--- src/hdl/breaker_failure_regs.vh ---
/*
 * register map, field positions, reset values and timing counts of the
 * breaker failure stage.
 * assumes: included by bare name from the design files; definitions only.
 */
`ifndef BREAKER_FAILURE_REGS_VH
`define BREAKER_FAILURE_REGS_VH

// ==========================================================================
// register byte offsets
`define CTRL_OFS         8'h00
`define OPTIME_OFS       8'h04
`define STATUS_OFS       8'h08
`define START_CNT_OFS    8'h0C
`define TRIP_CNT_OFS     8'h10
`define REC_SEL_OFS      8'h14
`define REC_DATE_OFS     8'h18
`define REC_TIME_OFS     8'h1C
`define REC_ELAPSED_DELAY_PERCENT_OFS     8'h20
`define REC_FILL_OFS     8'h24

// ==========================================================================
// field positions
`define CTRL_FORCE_BIT   0
`define CTRL_SEL_LSB     1
`define CTRL_SEL_MSB     2
`define CTRL_CLR_ST_BIT  8
`define CTRL_CLR_TR_BIT  9
`define ST_BLOCKED_BIT   0
`define ST_STARTED_BIT   1
`define ST_TRIPPED_BIT   2

// ==========================================================================
// reset values, relay selection codes and the full percentage
`define SEL_RST          2'h1
`define OPTIME_RST       20'h0_0064
`define SEL_FIRST        2'h1
`define SEL_SECOND       2'h2
`define FULL_PCT         7'h64

// ==========================================================================
// timing: one millisecond time base, five minute force timeout
`define CLK_PERIOD_NS    8
`define MS_IN_NS         1000000
`define MS_CYCLES        (`MS_IN_NS / `CLK_PERIOD_NS)
`define FORCE_MINUTES    5
`define MS_PER_MINUTE    60000
`define FORCE_MS         (`FORCE_MINUTES * `MS_PER_MINUTE)
`define DIV_STEPS        5'h1C

`endif

--- src/hdl/breaker_failure_stage.v ---
/*
 * breaker failure supervision stage with ahb-lite register slave.
 * watches the control level of the selected primary trip output, times it
 * in milliseconds and drives a separate backup relay; keeps counters, a
 * shared force flag with timeout and the eight latest fault records.
 * assumes: trip output levels, block and time stamps come from logic on
 * mclk; the bus is a single-master ahb-lite with word transfers only.
 */
`timescale 1ns/100ps
`include "breaker_failure_regs.vh"

// Function
// - time the selected trip relay control level
// - backup relay on after operate time passes
// - backup held until primary relay releases
// - all stages on that relay are covered
// - backup uses its own separate output
// - status reads blocked, started or tripped
// - start and trip writable only under force
// - start and trip counters, clearable
// - shared force flag clears after five minutes
// - setting selects trip output one or two
// - relay selection shared with breaker monitoring
// - eight latest faults kept, oldest replaced
// - elapsed delay percent, 100 means trip
// - record stamp holds date and milliseconds time
module breaker_failure_stage #(
   parameter MS_CYCLES        = `MS_CYCLES,  // clocks per millisecond
   parameter FORCE_TIMEOUT_MS = `FORCE_MS    // force flag lifetime
) (
   input  wire        mclk,             // system clock, 125 MHz
   input  wire        rst_n,            // synchronous reset, active low
   input  wire        hsel,             // ahb slave select
   input  wire [31:0] haddr,            // ahb address
   input  wire [1:0]  htrans,           // ahb transfer type
   input  wire        hwrite,           // ahb write
   input  wire [2:0]  hsize,            // ahb size, word only
   input  wire [31:0] hwdata,           // ahb write data
   input  wire        hready,           // ahb bus ready
   output wire        hreadyout,        // ahb slave ready
   output wire        hresp,            // ahb response, always okay
   output reg  [31:0] hrdata,           // ahb read data
   input  wire        trip_output_one,  // control level of first trip relay
   input  wire        trip_output_two,  // control level of second trip relay
   input  wire        stage_block,      // blocking level
   input  wire [31:0] date_stamp,       // current date, packed yyyy-mm-dd
   input  wire [31:0] time_stamp,       // milliseconds since midnight
   output reg         backup_relay,     // backup trip output
   output reg  [1:0]  cbm_relay_sel,    // selection for breaker monitoring
   output reg         stage_started,    // stage is timing
   output reg         stage_tripped     // stage has tripped
);

   // ========================================================================
   // declarations
   localparam S_IDLE    = 2'b00;        // waiting for a trip command
   localparam S_BLOCKED = 2'b01;        // held off by the block input
   localparam S_STARTED = 2'b10;        // timing the trip command
   localparam S_TRIPPED = 2'b11;        // backup relay energised

   localparam [19:0] MS_LIMIT    = MS_CYCLES[19:0];         // prescaler wrap
   localparam [19:0] FORCE_LIMIT = FORCE_TIMEOUT_MS[19:0];  // timeout wrap

   reg  [1:0]  state_q;                 // stage state
   reg  [1:0]  state_d;                 // next stage state
   reg  [19:0] elapsed_q;               // milliseconds of the trip command
   reg  [19:0] elapsed_d;               // next elapsed count
   reg  [19:0] optime_q;                // operate time in milliseconds
   reg  [1:0]  sel_q;                   // supervised relay, 1 or 2
   reg         force_q;                 // shared force flag
   reg         forced_q;                // state set by software under force
   reg  [31:0] start_cnt_q;             // cumulative starts
   reg  [31:0] trip_cnt_q;              // cumulative trips
   reg  [2:0]  rec_sel_q;               // record view, 0 = latest
   reg  [2:0]  wr_ptr_q;                // next record slot
   reg  [3:0]  fill_q;                  // valid records
   reg  [31:0] pend_date_q;             // stamp of the running fault
   reg  [31:0] pend_time_q;             // stamp of the running fault
   reg  [31:0] date_mem [0:7];          // record dates
   reg  [31:0] time_mem [0:7];          // record times
   reg  [6:0]  elapsed_delay_percent_mem [0:7];          // record elapsed percent
   reg         wr_pend_q;               // data phase write pending
   reg  [7:0]  wr_addr_q;               // data phase address
   reg         start_ev;                // stage started this cycle
   reg         trip_ev;                 // stage tripped this cycle
   reg         drop_ev;                 // early drop this cycle
   reg  [31:0] rd_d;                    // read data for next data phase
   wire        sup_w;                   // supervised control level
   wire        ms_tick;                 // one-millisecond pulse
   wire        force_expired;           // force timeout pulse
   wire        div_busy;                // divider running
   wire        div_done;                // divider result valid
   wire [6:0]  div_pct;                 // divider result
   wire [2:0]  rd_slot_w;               // slot shown to software
   wire        addr_ok_w;               // valid address phase
   wire        ctrl_wr_w;               // control register write
   wire        status_wr_w;             // status register write
   wire        rec_wr_w;                // a fault record is written now
   wire [6:0]  rec_pct_w;               // percent for that record
   wire [27:0] pct_num_w;               // elapsed times 100

   // ========================================================================
   // bus slave: zero wait states, okay only
   assign hreadyout   = 1'b1;
   assign hresp       = 1'b0;
   assign addr_ok_w   = hsel && htrans[1] && hready;
   assign ctrl_wr_w   = wr_pend_q && (wr_addr_q == `CTRL_OFS);
   assign status_wr_w = wr_pend_q && (wr_addr_q == `STATUS_OFS);
   assign rd_slot_w   = wr_ptr_q - 3'h1 - rec_sel_q;

   // read mux, looked up in the address phase
   always @* begin
      rd_d = 32'h0000_0000;
      if (haddr[7:0] == `CTRL_OFS) begin
         rd_d[`CTRL_FORCE_BIT] = force_q;
         rd_d[`CTRL_SEL_MSB:`CTRL_SEL_LSB] = sel_q;
      end else if (haddr[7:0] == `OPTIME_OFS) begin
         rd_d[19:0] = optime_q;
      end else if (haddr[7:0] == `STATUS_OFS) begin
         rd_d[`ST_BLOCKED_BIT] = (state_q == S_BLOCKED);
         rd_d[`ST_STARTED_BIT] = (state_q == S_STARTED);
         rd_d[`ST_TRIPPED_BIT] = (state_q == S_TRIPPED);
      end else if (haddr[7:0] == `START_CNT_OFS) begin
         rd_d = start_cnt_q;
      end else if (haddr[7:0] == `TRIP_CNT_OFS) begin
         rd_d = trip_cnt_q;
      end else if (haddr[7:0] == `REC_SEL_OFS) begin
         rd_d[2:0] = rec_sel_q;
      end else if (haddr[7:0] == `REC_DATE_OFS) begin
         rd_d = date_mem[rd_slot_w];
      end else if (haddr[7:0] == `REC_TIME_OFS) begin
         rd_d = time_mem[rd_slot_w];
      end else if (haddr[7:0] == `REC_ELAPSED_DELAY_PERCENT_OFS) begin
         rd_d[6:0] = elapsed_delay_percent_mem[rd_slot_w];
      end else if (haddr[7:0] == `REC_FILL_OFS) begin
         rd_d[3:0] = fill_q;
      end
   end

   // address phase capture; unmapped or upper addresses read zero
   always @(posedge mclk) begin
      if (!rst_n) begin
         wr_pend_q <= 1'b0;
         wr_addr_q <= 8'h00;
         hrdata    <= 32'h0000_0000;
      end else begin
         wr_pend_q <= addr_ok_w && hwrite;
         if (addr_ok_w) begin
            wr_addr_q <= haddr[7:0];
            hrdata    <= (haddr[31:8] == 24'h00_0000) ? rd_d : 32'h0000_0000;
         end
      end
   end

   // ========================================================================
   // settings: operate time, relay selection, record view
   // the password check lives in the software that owns this bus
   always @(posedge mclk) begin
      if (!rst_n) begin
         optime_q      <= `OPTIME_RST;
         sel_q         <= `SEL_RST;
         rec_sel_q     <= 3'h0;
         cbm_relay_sel <= `SEL_RST;
      end else begin
         if (wr_pend_q && (wr_addr_q == `OPTIME_OFS))
            optime_q <= hwdata[19:0];
         if (wr_pend_q && (wr_addr_q == `REC_SEL_OFS))
            rec_sel_q <= hwdata[2:0];
         // only outputs one and two exist; other codes ignored
         if (ctrl_wr_w &&
             ((hwdata[`CTRL_SEL_MSB:`CTRL_SEL_LSB] == `SEL_FIRST) ||
              (hwdata[`CTRL_SEL_MSB:`CTRL_SEL_LSB] == `SEL_SECOND)))
            sel_q <= hwdata[`CTRL_SEL_MSB:`CTRL_SEL_LSB];
         // same selection handed to breaker monitoring
         cbm_relay_sel <= sel_q;
      end
   end

   // ========================================================================
   // force flag with timeout
   // one flag for all stages, dropped after five minutes
   always @(posedge mclk) begin
      if (!rst_n) begin
         force_q <= 1'b0;
      end else if (ctrl_wr_w) begin
         // a write in the expiry cycle wins and restarts the timeout
         force_q <= hwdata[`CTRL_FORCE_BIT];
      end else if (force_expired) begin
         force_q <= 1'b0;
      end
   end

   // millisecond time base, free running
   tick_counter #(.WIDTH(20)) u_ms_base (
      .mclk     (mclk),
      .rst_n    (rst_n),
      .restart  (1'b0),
      .count_en (1'b1),
      .limit    (MS_LIMIT),
      .wrap     (ms_tick)
   );

   // force lifetime in milliseconds, restarted by every control write
   tick_counter #(.WIDTH(20)) u_force_timer (
      .mclk     (mclk),
      .rst_n    (rst_n),
      .restart  (ctrl_wr_w || !force_q),
      .count_en (ms_tick),
      .limit    (FORCE_LIMIT),
      .wrap     (force_expired)
   );

   // ========================================================================
   // supervision state machine
   // watch the relay control level, not any one stage
   assign sup_w = (sel_q == `SEL_SECOND) ? trip_output_two : trip_output_one;

   // next state and events
   always @* begin
      state_d   = state_q;
      elapsed_d = elapsed_q;
      start_ev  = 1'b0;
      trip_ev   = 1'b0;
      drop_ev   = 1'b0;
      if (status_wr_w && force_q) begin
         // test forcing of start and trip
         if (hwdata[`ST_TRIPPED_BIT])
            state_d = S_TRIPPED;
         else if (hwdata[`ST_STARTED_BIT])
            state_d = S_STARTED;
         else
            state_d = S_IDLE;
         elapsed_d = 20'h0_0000;
      end else if (!forced_q) begin
         case (state_q)
            S_IDLE: begin
               if (stage_block) begin
                  state_d = S_BLOCKED;
               end else if (sup_w) begin
                  state_d   = S_STARTED;
                  elapsed_d = 20'h0_0000;
                  start_ev  = 1'b1;
               end
            end
            S_BLOCKED: begin
               if (!stage_block)
                  state_d = S_IDLE;
            end
            S_STARTED: begin
               if (stage_block) begin
                  state_d = S_BLOCKED;
               end else if (!sup_w) begin
                  state_d   = S_IDLE;
                  elapsed_d = 20'h0_0000;
                  drop_ev   = 1'b1;
               end else if (ms_tick) begin
                  // trip once the command outlasts the operate time
                  if (elapsed_q >= optime_q) begin
                     state_d = S_TRIPPED;
                     trip_ev = 1'b1;
                  end else begin
                     elapsed_d = elapsed_q + 20'h0_0001;
                  end
               end
            end
            default: begin
               // backup held until primary relay resets
               if (stage_block)
                  state_d = S_BLOCKED;
               else if (!sup_w)
                  state_d = S_IDLE;
            end
         endcase
      end
   end

   // state registers and outputs
   always @(posedge mclk) begin
      if (!rst_n) begin
         state_q       <= S_IDLE;
         elapsed_q     <= 20'h0_0000;
         forced_q      <= 1'b0;
         backup_relay  <= 1'b0;
         stage_started <= 1'b0;
         stage_tripped <= 1'b0;
      end else begin
         state_q   <= state_d;
         elapsed_q <= elapsed_d;
         // a forced state holds until the force flag drops
         if (!force_q)
            forced_q <= 1'b0;
         else if (status_wr_w)
            forced_q <= 1'b1;
         // backup drives its own output, never the primary
         backup_relay  <= (state_d == S_TRIPPED);
         stage_started <= (state_d == S_STARTED);
         stage_tripped <= (state_d == S_TRIPPED);
      end
   end

   // ========================================================================
   // counters
   // a count in the clear cycle survives as one
   always @(posedge mclk) begin
      if (!rst_n) begin
         start_cnt_q <= 32'h0000_0000;
         trip_cnt_q  <= 32'h0000_0000;
      end else begin
         if (ctrl_wr_w && hwdata[`CTRL_CLR_ST_BIT])
            start_cnt_q <= {31'h0000_0000, start_ev};
         else if (start_ev)
            start_cnt_q <= start_cnt_q + 32'h0000_0001;
         if (ctrl_wr_w && hwdata[`CTRL_CLR_TR_BIT])
            trip_cnt_q <= {31'h0000_0000, trip_ev};
         else if (trip_ev)
            trip_cnt_q <= trip_cnt_q + 32'h0000_0001;
      end
   end

   // ========================================================================
   // fault records
   // early drop: elapsed as a share of the operate time
   assign pct_num_w = {8'h00, elapsed_q} * 28'h000_0064;
   assign rec_wr_w  = trip_ev || div_done;
   assign rec_pct_w = trip_ev ? `FULL_PCT : div_pct;

   percent_divider u_pct (
      .mclk     (mclk),
      .rst_n    (rst_n),
      .start    (drop_ev),
      .dividend (pct_num_w),
      .divisor  (optime_q),
      .busy     (div_busy),
      .done     (div_done),
      .quotient (div_pct)
   );

   // stamp taken when the fault starts, to the millisecond
   always @(posedge mclk) begin
      if (!rst_n) begin
         pend_date_q <= 32'h0000_0000;
         pend_time_q <= 32'h0000_0000;
      end else if (start_ev && !div_busy) begin
         // a start inside the short divide keeps the older stamp intact
         pend_date_q <= date_stamp;
         pend_time_q <= time_stamp;
      end
   end

   // ring of eight, oldest slot overwritten first
   always @(posedge mclk) begin
      if (!rst_n) begin
         wr_ptr_q <= 3'h0;
         fill_q   <= 4'h0;
      end else if (rec_wr_w) begin
         wr_ptr_q <= wr_ptr_q + 3'h1;
         if (fill_q != 4'h8)
            fill_q <= fill_q + 4'h1;
      end
   end

   // record memory, no reset needed; fill count says what is valid
   always @(posedge mclk) begin
      if (rec_wr_w) begin
         date_mem[wr_ptr_q] <= pend_date_q;
         time_mem[wr_ptr_q] <= pend_time_q;
         elapsed_delay_percent_mem[wr_ptr_q] <= rec_pct_w;
      end
   end

endmodule // breaker_failure_stage

--- src/hdl/tick_counter.v ---
/*
 * wrapping event counter: pulses wrap once every limit enabled cycles.
 * assumes: limit held steady while counting; restart has priority.
 */
`timescale 1ns/100ps

module tick_counter #(
   parameter WIDTH = 20
) (
   input  wire             mclk,      // system clock
   input  wire             rst_n,     // synchronous reset, active low
   input  wire             restart,   // zero the count
   input  wire             count_en,  // advance by one
   input  wire [WIDTH-1:0] limit,     // events per wrap
   output reg              wrap       // one-cycle pulse at wrap
);

   reg [WIDTH-1:0] cnt_q;             // events so far

   // ========================================================================
   // counting
   // count, wrap and flag the boundary
   always @(posedge mclk) begin
      if (!rst_n) begin
         cnt_q <= {WIDTH{1'b0}};
         wrap  <= 1'b0;
      end else begin
         wrap <= 1'b0;
         if (restart) begin
            cnt_q <= {WIDTH{1'b0}};
         end else if (count_en) begin
            // compare with limit-1 so the wrap lands exactly on limit events
            if (cnt_q == limit - {{(WIDTH-1){1'b0}}, 1'b1}) begin
               cnt_q <= {WIDTH{1'b0}};
               wrap  <= 1'b1;
            end else begin
               cnt_q <= cnt_q + {{(WIDTH-1){1'b0}}, 1'b1};
            end
         end
      end
   end

endmodule // tick_counter

--- src/hdl/percent_divider.v ---
/*
 * serial restoring divider giving a percentage clamped to 100.
 * assumes: start only while busy is low; one quotient bit per clock.
 */
`timescale 1ns/100ps
`include "breaker_failure_regs.vh"

module percent_divider (
   input  wire        mclk,      // system clock
   input  wire        rst_n,     // synchronous reset, active low
   input  wire        start,     // begin a division
   input  wire [27:0] dividend,  // elapsed time times 100
   input  wire [19:0] divisor,   // operate time
   output reg         busy,      // division in progress
   output reg         done,      // one-cycle pulse, quotient valid
   output reg  [6:0]  quotient   // result, 0 to 100
);

   reg  [27:0] num_q;            // dividend shifting out, quotient in
   reg  [19:0] div_q;            // divisor held for the whole run
   reg  [20:0] rem_q;            // partial remainder
   reg  [4:0]  step_q;           // steps left
   wire [20:0] shift_w;          // remainder with next bit
   wire        ge_w;             // subtract succeeds
   wire [27:0] next_num_w;       // number after this step

   assign shift_w    = {rem_q[19:0], num_q[27]};
   assign ge_w       = (shift_w >= {1'b0, div_q});
   assign next_num_w = {num_q[26:0], ge_w};

   // ========================================================================
   // division steps
   // a zero divisor gives all ones, which clamps to a full percentage
   always @(posedge mclk) begin
      if (!rst_n) begin
         num_q    <= 28'h000_0000;
         div_q    <= 20'h0_0000;
         rem_q    <= 21'h00_0000;
         step_q   <= 5'h00;
         busy     <= 1'b0;
         done     <= 1'b0;
         quotient <= 7'h00;
      end else begin
         done <= 1'b0;
         if (start && !busy) begin
            num_q  <= dividend;
            div_q  <= divisor;
            rem_q  <= 21'h00_0000;
            step_q <= `DIV_STEPS;
            busy   <= 1'b1;
         end else if (busy) begin
            rem_q  <= ge_w ? (shift_w - {1'b0, div_q}) : shift_w;
            num_q  <= next_num_w;
            step_q <= step_q - 5'h01;
            if (step_q == 5'h01) begin
               busy <= 1'b0;
               done <= 1'b1;
               // clamp: anything at or past the operate time reads 100
               if (next_num_w >= {21'h00_0000, `FULL_PCT})
                  quotient <= `FULL_PCT;
               else
                  quotient <= next_num_w[6:0];
            end
         end
      end
   end

endmodule // percent_divider

--- config.mk ---
export PLATFORM = sky130hd
export DESIGN_NAME = breaker_failure_stage
export DESIGN_NICKNAME = d
export VERILOG_FILES = /design/src/hdl/breaker_failure_stage.v /design/src/hdl/tick_counter.v /design/src/hdl/percent_divider.v
export VERILOG_INCLUDE_DIRS = /design/src /design/src/hdl
export SDC_FILE = /design/constraint.sdc
export NUM_CORES = 2
export LEC_CHECK = 0
export ABC_AREA = 1
export BUFFER_PORTS_ARGS = -buffer_cell sky130_fd_sc_hd__buf_4
export CORE_UTILIZATION = 55
export DETAILED_ROUTE_END_ITERATION = 16
export PLACE_DENSITY = 0.82
export SLEW_MARGIN = 10
export SYNTH_ARGS = -nofsm -noshare
export SYNTH_HDL_FRONTEND = slang
export SYNTH_SLANG_ARGS = --single-unit
export TNS_END_PERCENT = 100
--- constraint.sdc ---
create_clock -name mclk -period 6.05 [get_ports mclk]
set_input_delay 0.3025 -clock mclk [delete_from_list [all_inputs] [get_ports mclk]]
set_output_delay 0.3025 -clock mclk [all_outputs]
set_load 0.01 [all_outputs]
Yosys cells after proc, flatten, opt, wreduce, memory -nomap -nowiden
Memory sizes are Yosys's and may differ from the RTL's. Index checks and enable logic that the tools add are counted.

Magnitude comparators: 3. Muxes and demuxes: 84. Reduce and logical (&&, ||, !) cells: 39. Multipliers: 1. Bitwise gates (word level): 5. Equality and inequality tests: 29. Add/subtract/negate cells: 11.

Operators with widths (count): 2-to-1 mux 32 bit (10); 2-to-1 mux 20 bit (9); 2-to-1 mux 29 bit (3); adder 32 x 1 -> 32 bit (second input constant) (2); adder 20 x 1 -> 20 bit (second input constant) (3); 2-to-1 mux 27 bit (2); equality test 8 x 5 -> 1 bit (second input constant) (5); case mux 20 bit (2 select lines) (1); 2-to-1 mux 1 bit (32); >= comparator 28 x 7 -> 1 bit (second input constant) (1); 2-to-1 mux 2 bit (13); multiplier 20 x 5 -> 25 bit (second input constant) (1); 2-to-1 mux 25 bit (1); equality test 8 x 4 -> 1 bit (second input constant) (3); zero test 24 bit (1); >= comparator 21 x 20 -> 1 bit (1); 2-to-1 mux 7 bit (3); equality test 20 x 17 -> 1 bit (second input constant) (1); equality test 20 x 19 -> 1 bit (second input constant) (1); >= comparator 20 bit (1); subtractor 20 bit (1); equality test 8 x 3 -> 1 bit (second input constant) (2); equality test 8 x 6 -> 1 bit (second input constant) (2); zero test 8 bit (2); 28 further kinds (71).

Register bits after elaboration: 353. Word-level logic and storage cells: 209. Memories kept: 3. Bits in writable memories: 568.

Memory list: date_mem (depth 8, bits a word 32, rd ports 1, clocked after memory_dff 0, write ports 1, RTL line breaker_failure_stage.v:79) `reg [31:0] date_mem [0:7];`; time_mem (depth 8, bits a word 32, rd ports 1, clocked after memory_dff 0, write ports 1, RTL line breaker_failure_stage.v:80) `reg [31:0] time_mem [0:7];`; elapsed_delay_percent_mem (depth 8, bits a word 7, rd ports 1, clocked after memory_dff 0, write ports 1, RTL line breaker_failure_stage.v:81) `reg [6:0] elapsed_delay_percent_mem [0:7];`.

Longest topological paths before layout
An unclocked memory read counts as a cell.

Depth after elaboration: 19. Gate-level depth with buffers: 22. Mapped depth without buffers: 22.

By module
Synthesis repeated with hierarchy kept, for this count alone.

Cell total of the unflattened synthesis: 5057. Area, all modules: 44786.7 µm².

By module, submodules not included: breaker_failure_stage (sequential area each 21640.8 µm², times used 1, area an instance 35975.8 µm², cells each 3625); percent_divider (sequential area each 1641.6 µm², times used 1, area an instance 5200.0 µm², cells each 818); tick_counter (sequential area each 420.4 µm², times used 2, area an instance 1805.5 µm², cells each 307).

Worst setup path after synthesis
OpenSTA, ideal clock, no wires.

Path kind: register -> register. From: reg elapsed_q[0]. To: mem date_mem[0][0], enable pin. Required time: 5549 ps. Cell stages (with the launch flop): 12. Arrival: 4792 ps. Path slack: 757 ps. Buffers on the path: 0. Cell sequence: dfxtp_1 inv_1 ha_1 nand2_1 nor3_1 nand3_1 nand4_1 nand3b_4 nand2_1 inv_1 or2_1 nor2_1.

Cells in the longest elaborated chain, start to end: 11.

Ends and longest elaborated chain: start, declared (RTL line breaker_failure_stage.v:66) `reg [19:0] elapsed_q;`; start signal, assigned (RTL line breaker_failure_stage.v:288) `elapsed_q <= elapsed_d;`; >= comparator 20 bit (RTL line breaker_failure_stage.v:258) `if (elapsed_q >= optime_q) begin`; 2-to-1 mux 1 bit (RTL line breaker_failure_stage.v:258); 2-to-1 mux 1 bit (RTL line breaker_failure_stage.v:256) `end else if (ms_tick) begin`; 2-to-1 mux 1 bit (RTL line breaker_failure_stage.v:252) `end else if (!sup_w) begin`; 2-to-1 mux 1 bit (RTL line breaker_failure_stage.v:250) `if (stage_block) begin`; 2-to-1 mux 1 bit (RTL line breaker_failure_stage.v:235) `case (state_q)`; 2-to-1 mux 1 bit (RTL line breaker_failure_stage.v:234) `end else if (!forced_q) begin`; 2-to-1 mux 1 bit (RTL line breaker_failure_stage.v:225) `if (status_wr_w && force_q) begin`; logical OR 1 bit (RTL line breaker_failure_stage.v:324) `assign rec_wr_w = trip_ev || div_done;`; 2-to-1 mux 1 bit (RTL line breaker_failure_stage.v:364) `if (rec_wr_w) begin`; 2-to-1 mux 1 bit (not written as such) (RTL line breaker_failure_stage.v:365) `date_mem[wr_ptr_q] <= pend_date_q;`; end, declared (RTL line breaker_failure_stage.v:79).

No other way between the ends.

Worst setup path after layout
From: reg rec_sel_q[0]. To: reg hrdata[26].

Cells in the longest elaborated chain, start to end: 17. Elaborated cells on any way between the ends: 18.

Ends and longest elaborated chain: start, declared (RTL line breaker_failure_stage.v:74) `reg [2:0] rec_sel_q;`; start signal, assigned (RTL line breaker_failure_stage.v:168) `rec_sel_q <= hwdata[2:0];`; subtractor 3 bit * (RTL line breaker_failure_stage.v:109) `assign rd_slot_w = wr_ptr_q - 3'h1 - rec_sel_q;`; memory read (8 x 32 bit); 2-to-1 mux 25 bit (RTL line breaker_failure_stage.v:131) `` end else if (haddr[7:0] == `REC_TIME_OFS) begin ``; 2-to-1 mux 32 bit * (RTL line breaker_failure_stage.v:129) `` end else if (haddr[7:0] == `REC_DATE_OFS) begin ``; 2-to-1 mux 32 bit * (RTL line breaker_failure_stage.v:127) `` end else if (haddr[7:0] == `REC_SEL_OFS) begin ``; 2-to-1 mux 32 bit * (RTL line breaker_failure_stage.v:125) `` end else if (haddr[7:0] == `TRIP_CNT_OFS) begin ``; 2-to-1 mux 32 bit * (RTL line breaker_failure_stage.v:123) `` end else if (haddr[7:0] == `START_CNT_OFS) begin ``; 2-to-1 mux 32 bit * (RTL line breaker_failure_stage.v:119) `` end else if (haddr[7:0] == `STATUS_OFS) begin ``; 2-to-1 mux 32 bit * (RTL line breaker_failure_stage.v:117) `` end else if (haddr[7:0] == `OPTIME_OFS) begin ``; 2-to-1 mux 32 bit * (RTL line breaker_failure_stage.v:114) `` if (haddr[7:0] == `CTRL_OFS) begin ``; 2-to-1 mux 29 bit * (RTL line breaker_failure_stage.v:127); 2-to-1 mux 32 bit * (RTL line breaker_failure_stage.v:125); 2-to-1 mux 32 bit * (RTL line breaker_failure_stage.v:123); 2-to-1 mux 29 bit * (RTL line breaker_failure_stage.v:119); 2-to-1 mux 12 bit * (RTL line breaker_failure_stage.v:117); 2-to-1 mux 29 bit * (RTL line breaker_failure_stage.v:114); 2-to-1 mux 32 bit * (RTL line breaker_failure_stage.v:150) `hrdata <= (haddr[31:8] == 24'h00_0000) ? rd_d : 32'h0000_0000;`; end signal, assigned (RTL line breaker_failure_stage.v:150); end, declared (RTL line breaker_failure_stage.v:42) `output reg [31:0] hrdata,`.

Mark *: on every way between the ends. The rest lies on a longest branch, timed or not. The select of a mux whose other input is x is not followed. A chain may end at the register's enable or synchronous reset.

==> impl_metrics.csv <==
group,metric,value,unit
status,run_status,"finished, violations left",
status,violated_checks,"hold timing",
yosys,synth_edf_count,568,
worst_setup_path,timing.critical_path.mode_cell,"inv_1",
sta,final.hold.worst_slack,-0.00592,ns
sta,layout_setup_ws,1.64,ns
routing,dr.first_iter.drc_count,4204,
die,initial_utilization,55.6,%
sta,setup-violations-final,0,
yosys,yosysUniqueCellTypes,61,
pwr,intPower,10.2,mW
final_layout,multi_input_area,15900,µm²
sta,timing_max_transition_violations_final,0,
routing,dr.pass1.iters,7,
die,die-height,279,µm
final_layout,final_core_utilization,63.5,%
worst_setup_path,data_arrival_time_at_the_worst_slack_endpoint,4.90,ns
yosys,synth.area.top_cells,"edfxtp_1 40%, dfxtp_1 17%, nand2_1 9.0%, a21oi_1 4.7%, ha_1 3.4%",
pwr,power.density,271,nW/µm²
yosys,syn_area_per_cell,9.38,µm²
clocking,cts_root_cell,"clkbuf_16",
pwr,total_leakage_power,17.7,nW
pwr,share_comb_of_total_power,3.9,%
routing,detail_route.drc_violations,0,
die,fp.coreArea,75900,µm²
hold_path,timing.hold.worst.class,"primary input to flop",
yosys,synth_cells,4502,
placed_design,preCtsSetupSlack,1.79,ns
yosys,synth_simple_gate_area_share,19.0,%
yosys,synth.ff_latch_count,921,
yosys,synth_adder_area_share,4.21,%
sta,fin_crit_sh,72.8,%
sta,report.final.hold_viol_count,2,
placed_design,gpl.final_weighted_congestion,0.974,
pwr,p_seq_share,51.4,%
sta,layout_min_cycle_time,4.41,ns
yosys,synthArstFlopShare,0,%
worst_setup_path,setup.worst_path.end_class,"flop",
pwr,net_load_switching_power,2.85,mW
final_layout,synthToLayoutAreaGrowth,14.2,%
yosys,synth_mux_area_share,0.0267,%
clocking,post_cts.resized_instances,0,
final_layout,ff_latch_area,24100,µm²
grt,initial_antenna_violation_count,6,
flow_run,timing.max_cap.violations,0,
hold_path,min_delay_path_depth,3,
worst_setup_path,cp_startpoint_kind,"flop",
die,placementRows,101,
final_layout,fin_nets,4927,
final_layout,layout-drive-gt1-share,8.93,%
worst_setup_path,slowest_stage,"o31ai_1",
sta,slew-limit-headroom,24.5,%
clocking,htreeDepth,3,
pwr,vdd.ir_drop.worst,215,µV
yosys,yosys_warnings,0,
yosys,synth_sequential_area_ratio,57.1,%
sta,fin_tns_setup,0,ns
yosys,synth-compound-area-share,12.6,%
pwr,sw_frac_of_total,21.8,%
worst_setup_path,critical_path_required,6.54,ns
die,io-pin-count,180,
clocking,cts_num_sinks,921,
grt,track_usage,29.9,%
clocking,tritoncts,"done",
yosys,yosys.area.top_type,"edfxtp_1",
yosys,synth.net_count,4775,
routing,via_per_inst,6.00,
sta,grt_setup_unrepaired,"false",
yosys,summed_instance_area_of_the_synthesized_netlist,42200,µm²
placed_design,detailed_place_hpwl,73400,µm
routing,routed_wire_length_per_instance,20.6,µm
worst_setup_path,worstPathCellList,"inv_1, ha_4, inv_1, fa_4, inv_1, nand2_1, nand3_1, nand2_4, inv_2, buf_12, a221oi_1, o31ai_1, nand2_1, o211ai_1, a21oi_1",
worst_setup_path,critical_path_peak_fanout,49,
clocking,cts-root-to-sink-buffers,3,
sta,worst_clk_skew,0.0441,ns
sta,fmax,227,MHz
worst_setup_path,critical_path.max_stage_delay,0.82,ns
grt,grt_max_degree,209,
worst_setup_path,startpoint_to_endpoint_class_of_the_critical_path,"flop to flop",
pwr,clock_power_share,44.7,%
die,die_area,77900,µm²
yosys,ys_dominant_reg_cell,"edfxtp_1",
clocking,clock_insertion_delay_worst_skew,0.68,ns
routing,routed_wl,119000,µm
yosys,synth_top_family_by_area,"simple AND/OR/NAND/NOR gates",
grt,wire_length_of_the_first_global_routing_pass,181000,µm
sta,worstMarginPinSlew,1.13,ns
grt,number_of_global_route_vias_before_repair,32929,
routing,ant_nets,0,
yosys,yosysTopAreaCellShare,40.4,%
grt,globalRouteOverflowTotal,0,
placed_design,buffer_ports.inserted,161,
clocking,cts_inserted_buffers,88,
die,dieWidth,279,µm
final_layout,fillCellCount,5656,
yosys,synth_xor_xnor_area_share,1.53,%
clocking,cts.clk_slew.worst_paths,0.07,ns
routing,routed-via-count,34531,
worst_setup_path,r2r_cells,15,
## sequential cells by signal, summed over array words and instances (netlist names), 28 cells and up
register and cells:
date_mem 256, elapsed_delay_percent_mem 56, hrdata 32, pend_date_q 32, pend_time_q 32, start_cnt_q 32
time_mem 256, trip_cnt_q 32, u_pct.num_q 28
## worst paths after layout
kind | startpoint | endpoint | slack [ns]
min | hwdata[16] | optime_q[16] | -0.006
max | rec_sel_q[0] | hrdata[26] | 1.64
min reg2reg | u_ms_base.cnt_q[0] | u_ms_base.cnt_q[0] | 0.45
max reg2reg | rec_sel_q[0] | hrdata[26] | 1.64
## cell families (layout without fill, tap and decap cells)
family          count (synthesis)  in the layout
xor+xnor                       74             74
fa+ha+maj                     132            132
other cells                     2              3
buf+inv                       578            804
flops                         921            921
simple gates                 1875           1875
mux                             1              1
compound gates                919            919
## cell usage after synthesis (16+ instances only)
cell type     n
nor4_1       33
nor3_1       69
buf_1        16
edfxtp_1    568
buf_2        78
or2_2        18
a32o_1       34
inv_1       346
nand3_1     280
ha_1        115
o221ai_1     46
nor2_1      350
a31oi_1      40
xnor2_1      18
nand4_1      66
clkbuf_1    117
xor2_1       56
o21ai_0     278
dfxtp_1     353
a21oi_1     395
nand2_1    1007
fa_1         17
o211ai_1     52
## critical path: cells and delay by family, from the launching register on
| family | cells | cell delay, ns |
|---|---|---|
| adder cells (fa/ha/maj) | 2 | 0.57 |
| AO/OA/AOI/OAI | 4 | 1.18 |
| flip-flops | 1 | 0.31 |
| buffers and inverters | 5 | 1.32 |
| AND/OR/NAND/NOR | 4 | 0.79 |
## cell type report
type                    count  area share (%)
inverters                 359            2.84
diodes                      1         0.00519
well taps                1030            2.67
flip-flops and latches    921            50.0
clock inverters            58            1.64
clock buffers             106            4.79
repair buffers            281            5.07
multi-input cells        3003            33.0
## cell usage in the layout (no fill, tap or decap), drive strengths merged, types with 2 or more instances in the layout
master and instances:
o21ai 280, o2111ai 7, o22ai 10, o31ai 3, conb 2, nand3 284
or2 24, ha 115, xor2 56, inv 364, a21o 3, nand3b 4
edfxtp 568, fa 17, a32o 34, and3 5, a22o 3, buf 202
a21oi 395, a31oi 40, o21bai 10, nor4 34, a22oi 9, bufinv 14
nand4 66, o221ai 46, clkinvlp 4, clkinv 35, nand2 1013, xnor2 18
dfxtp 353, dlygate4sd3 79, o211ai 52, clkbuf 106, a211oi 8, nor3b 10
a221oi 11, nor2 358, nor3 75, o21a 5
## timing repair
action	CTS	global route
hold buffers	79	0
setup buffers	0	0
hold endpoints to repair	82	0
## metal layers
| metal | up-vias | routed length (µm) | GRT usage, % |
|---|---|---|---|
| li1 | 15936 | - | - |
| met1 | 16222 | 45400 | 38.4 |
| met2 | 1994 | 54600 | 47.8 |
| met3 | 373 | 12300 | 5.75 |
| met4 | 6 | 6560 | 16.5 |
| met5 | - | 35 | 0 |
## power groups by stage
| stage | sequential (mW) | combinational [mW] | clock (mW) |
|---|---|---|---|
| after floorplan | 6.84 | 0.280 | 0 |
| after global placement | 6.86 | 0.442 | 0 |
| after detailed placement | 6.86 | 0.447 | 0 |
| after CTS | 6.73 | 0.493 | 5.86 |
| after global routing | 6.73 | 0.547 | 6.10 |
| final | 6.73 | 0.505 | 5.85 |
## stage by stage
| stage | instance area, µm² | instances | power [mW] |
|---|---|---|---|
| 6_report | 48200 | 5759 | 13.1 |
| 5_1_grt | 48200 | 5758 | 13.4 |
| 4_1_cts | 48200 | 5758 | 13.1 |
| 3_5_place_dp | 44300 | 5515 | 7.31 |
| 3_3_place_gp | 44300 | 5515 | 7.30 |
| 2_1_floorplan | 42200 | 4502 | 7.12 |
Note: power is estimated with default switching activity, not from simulation.
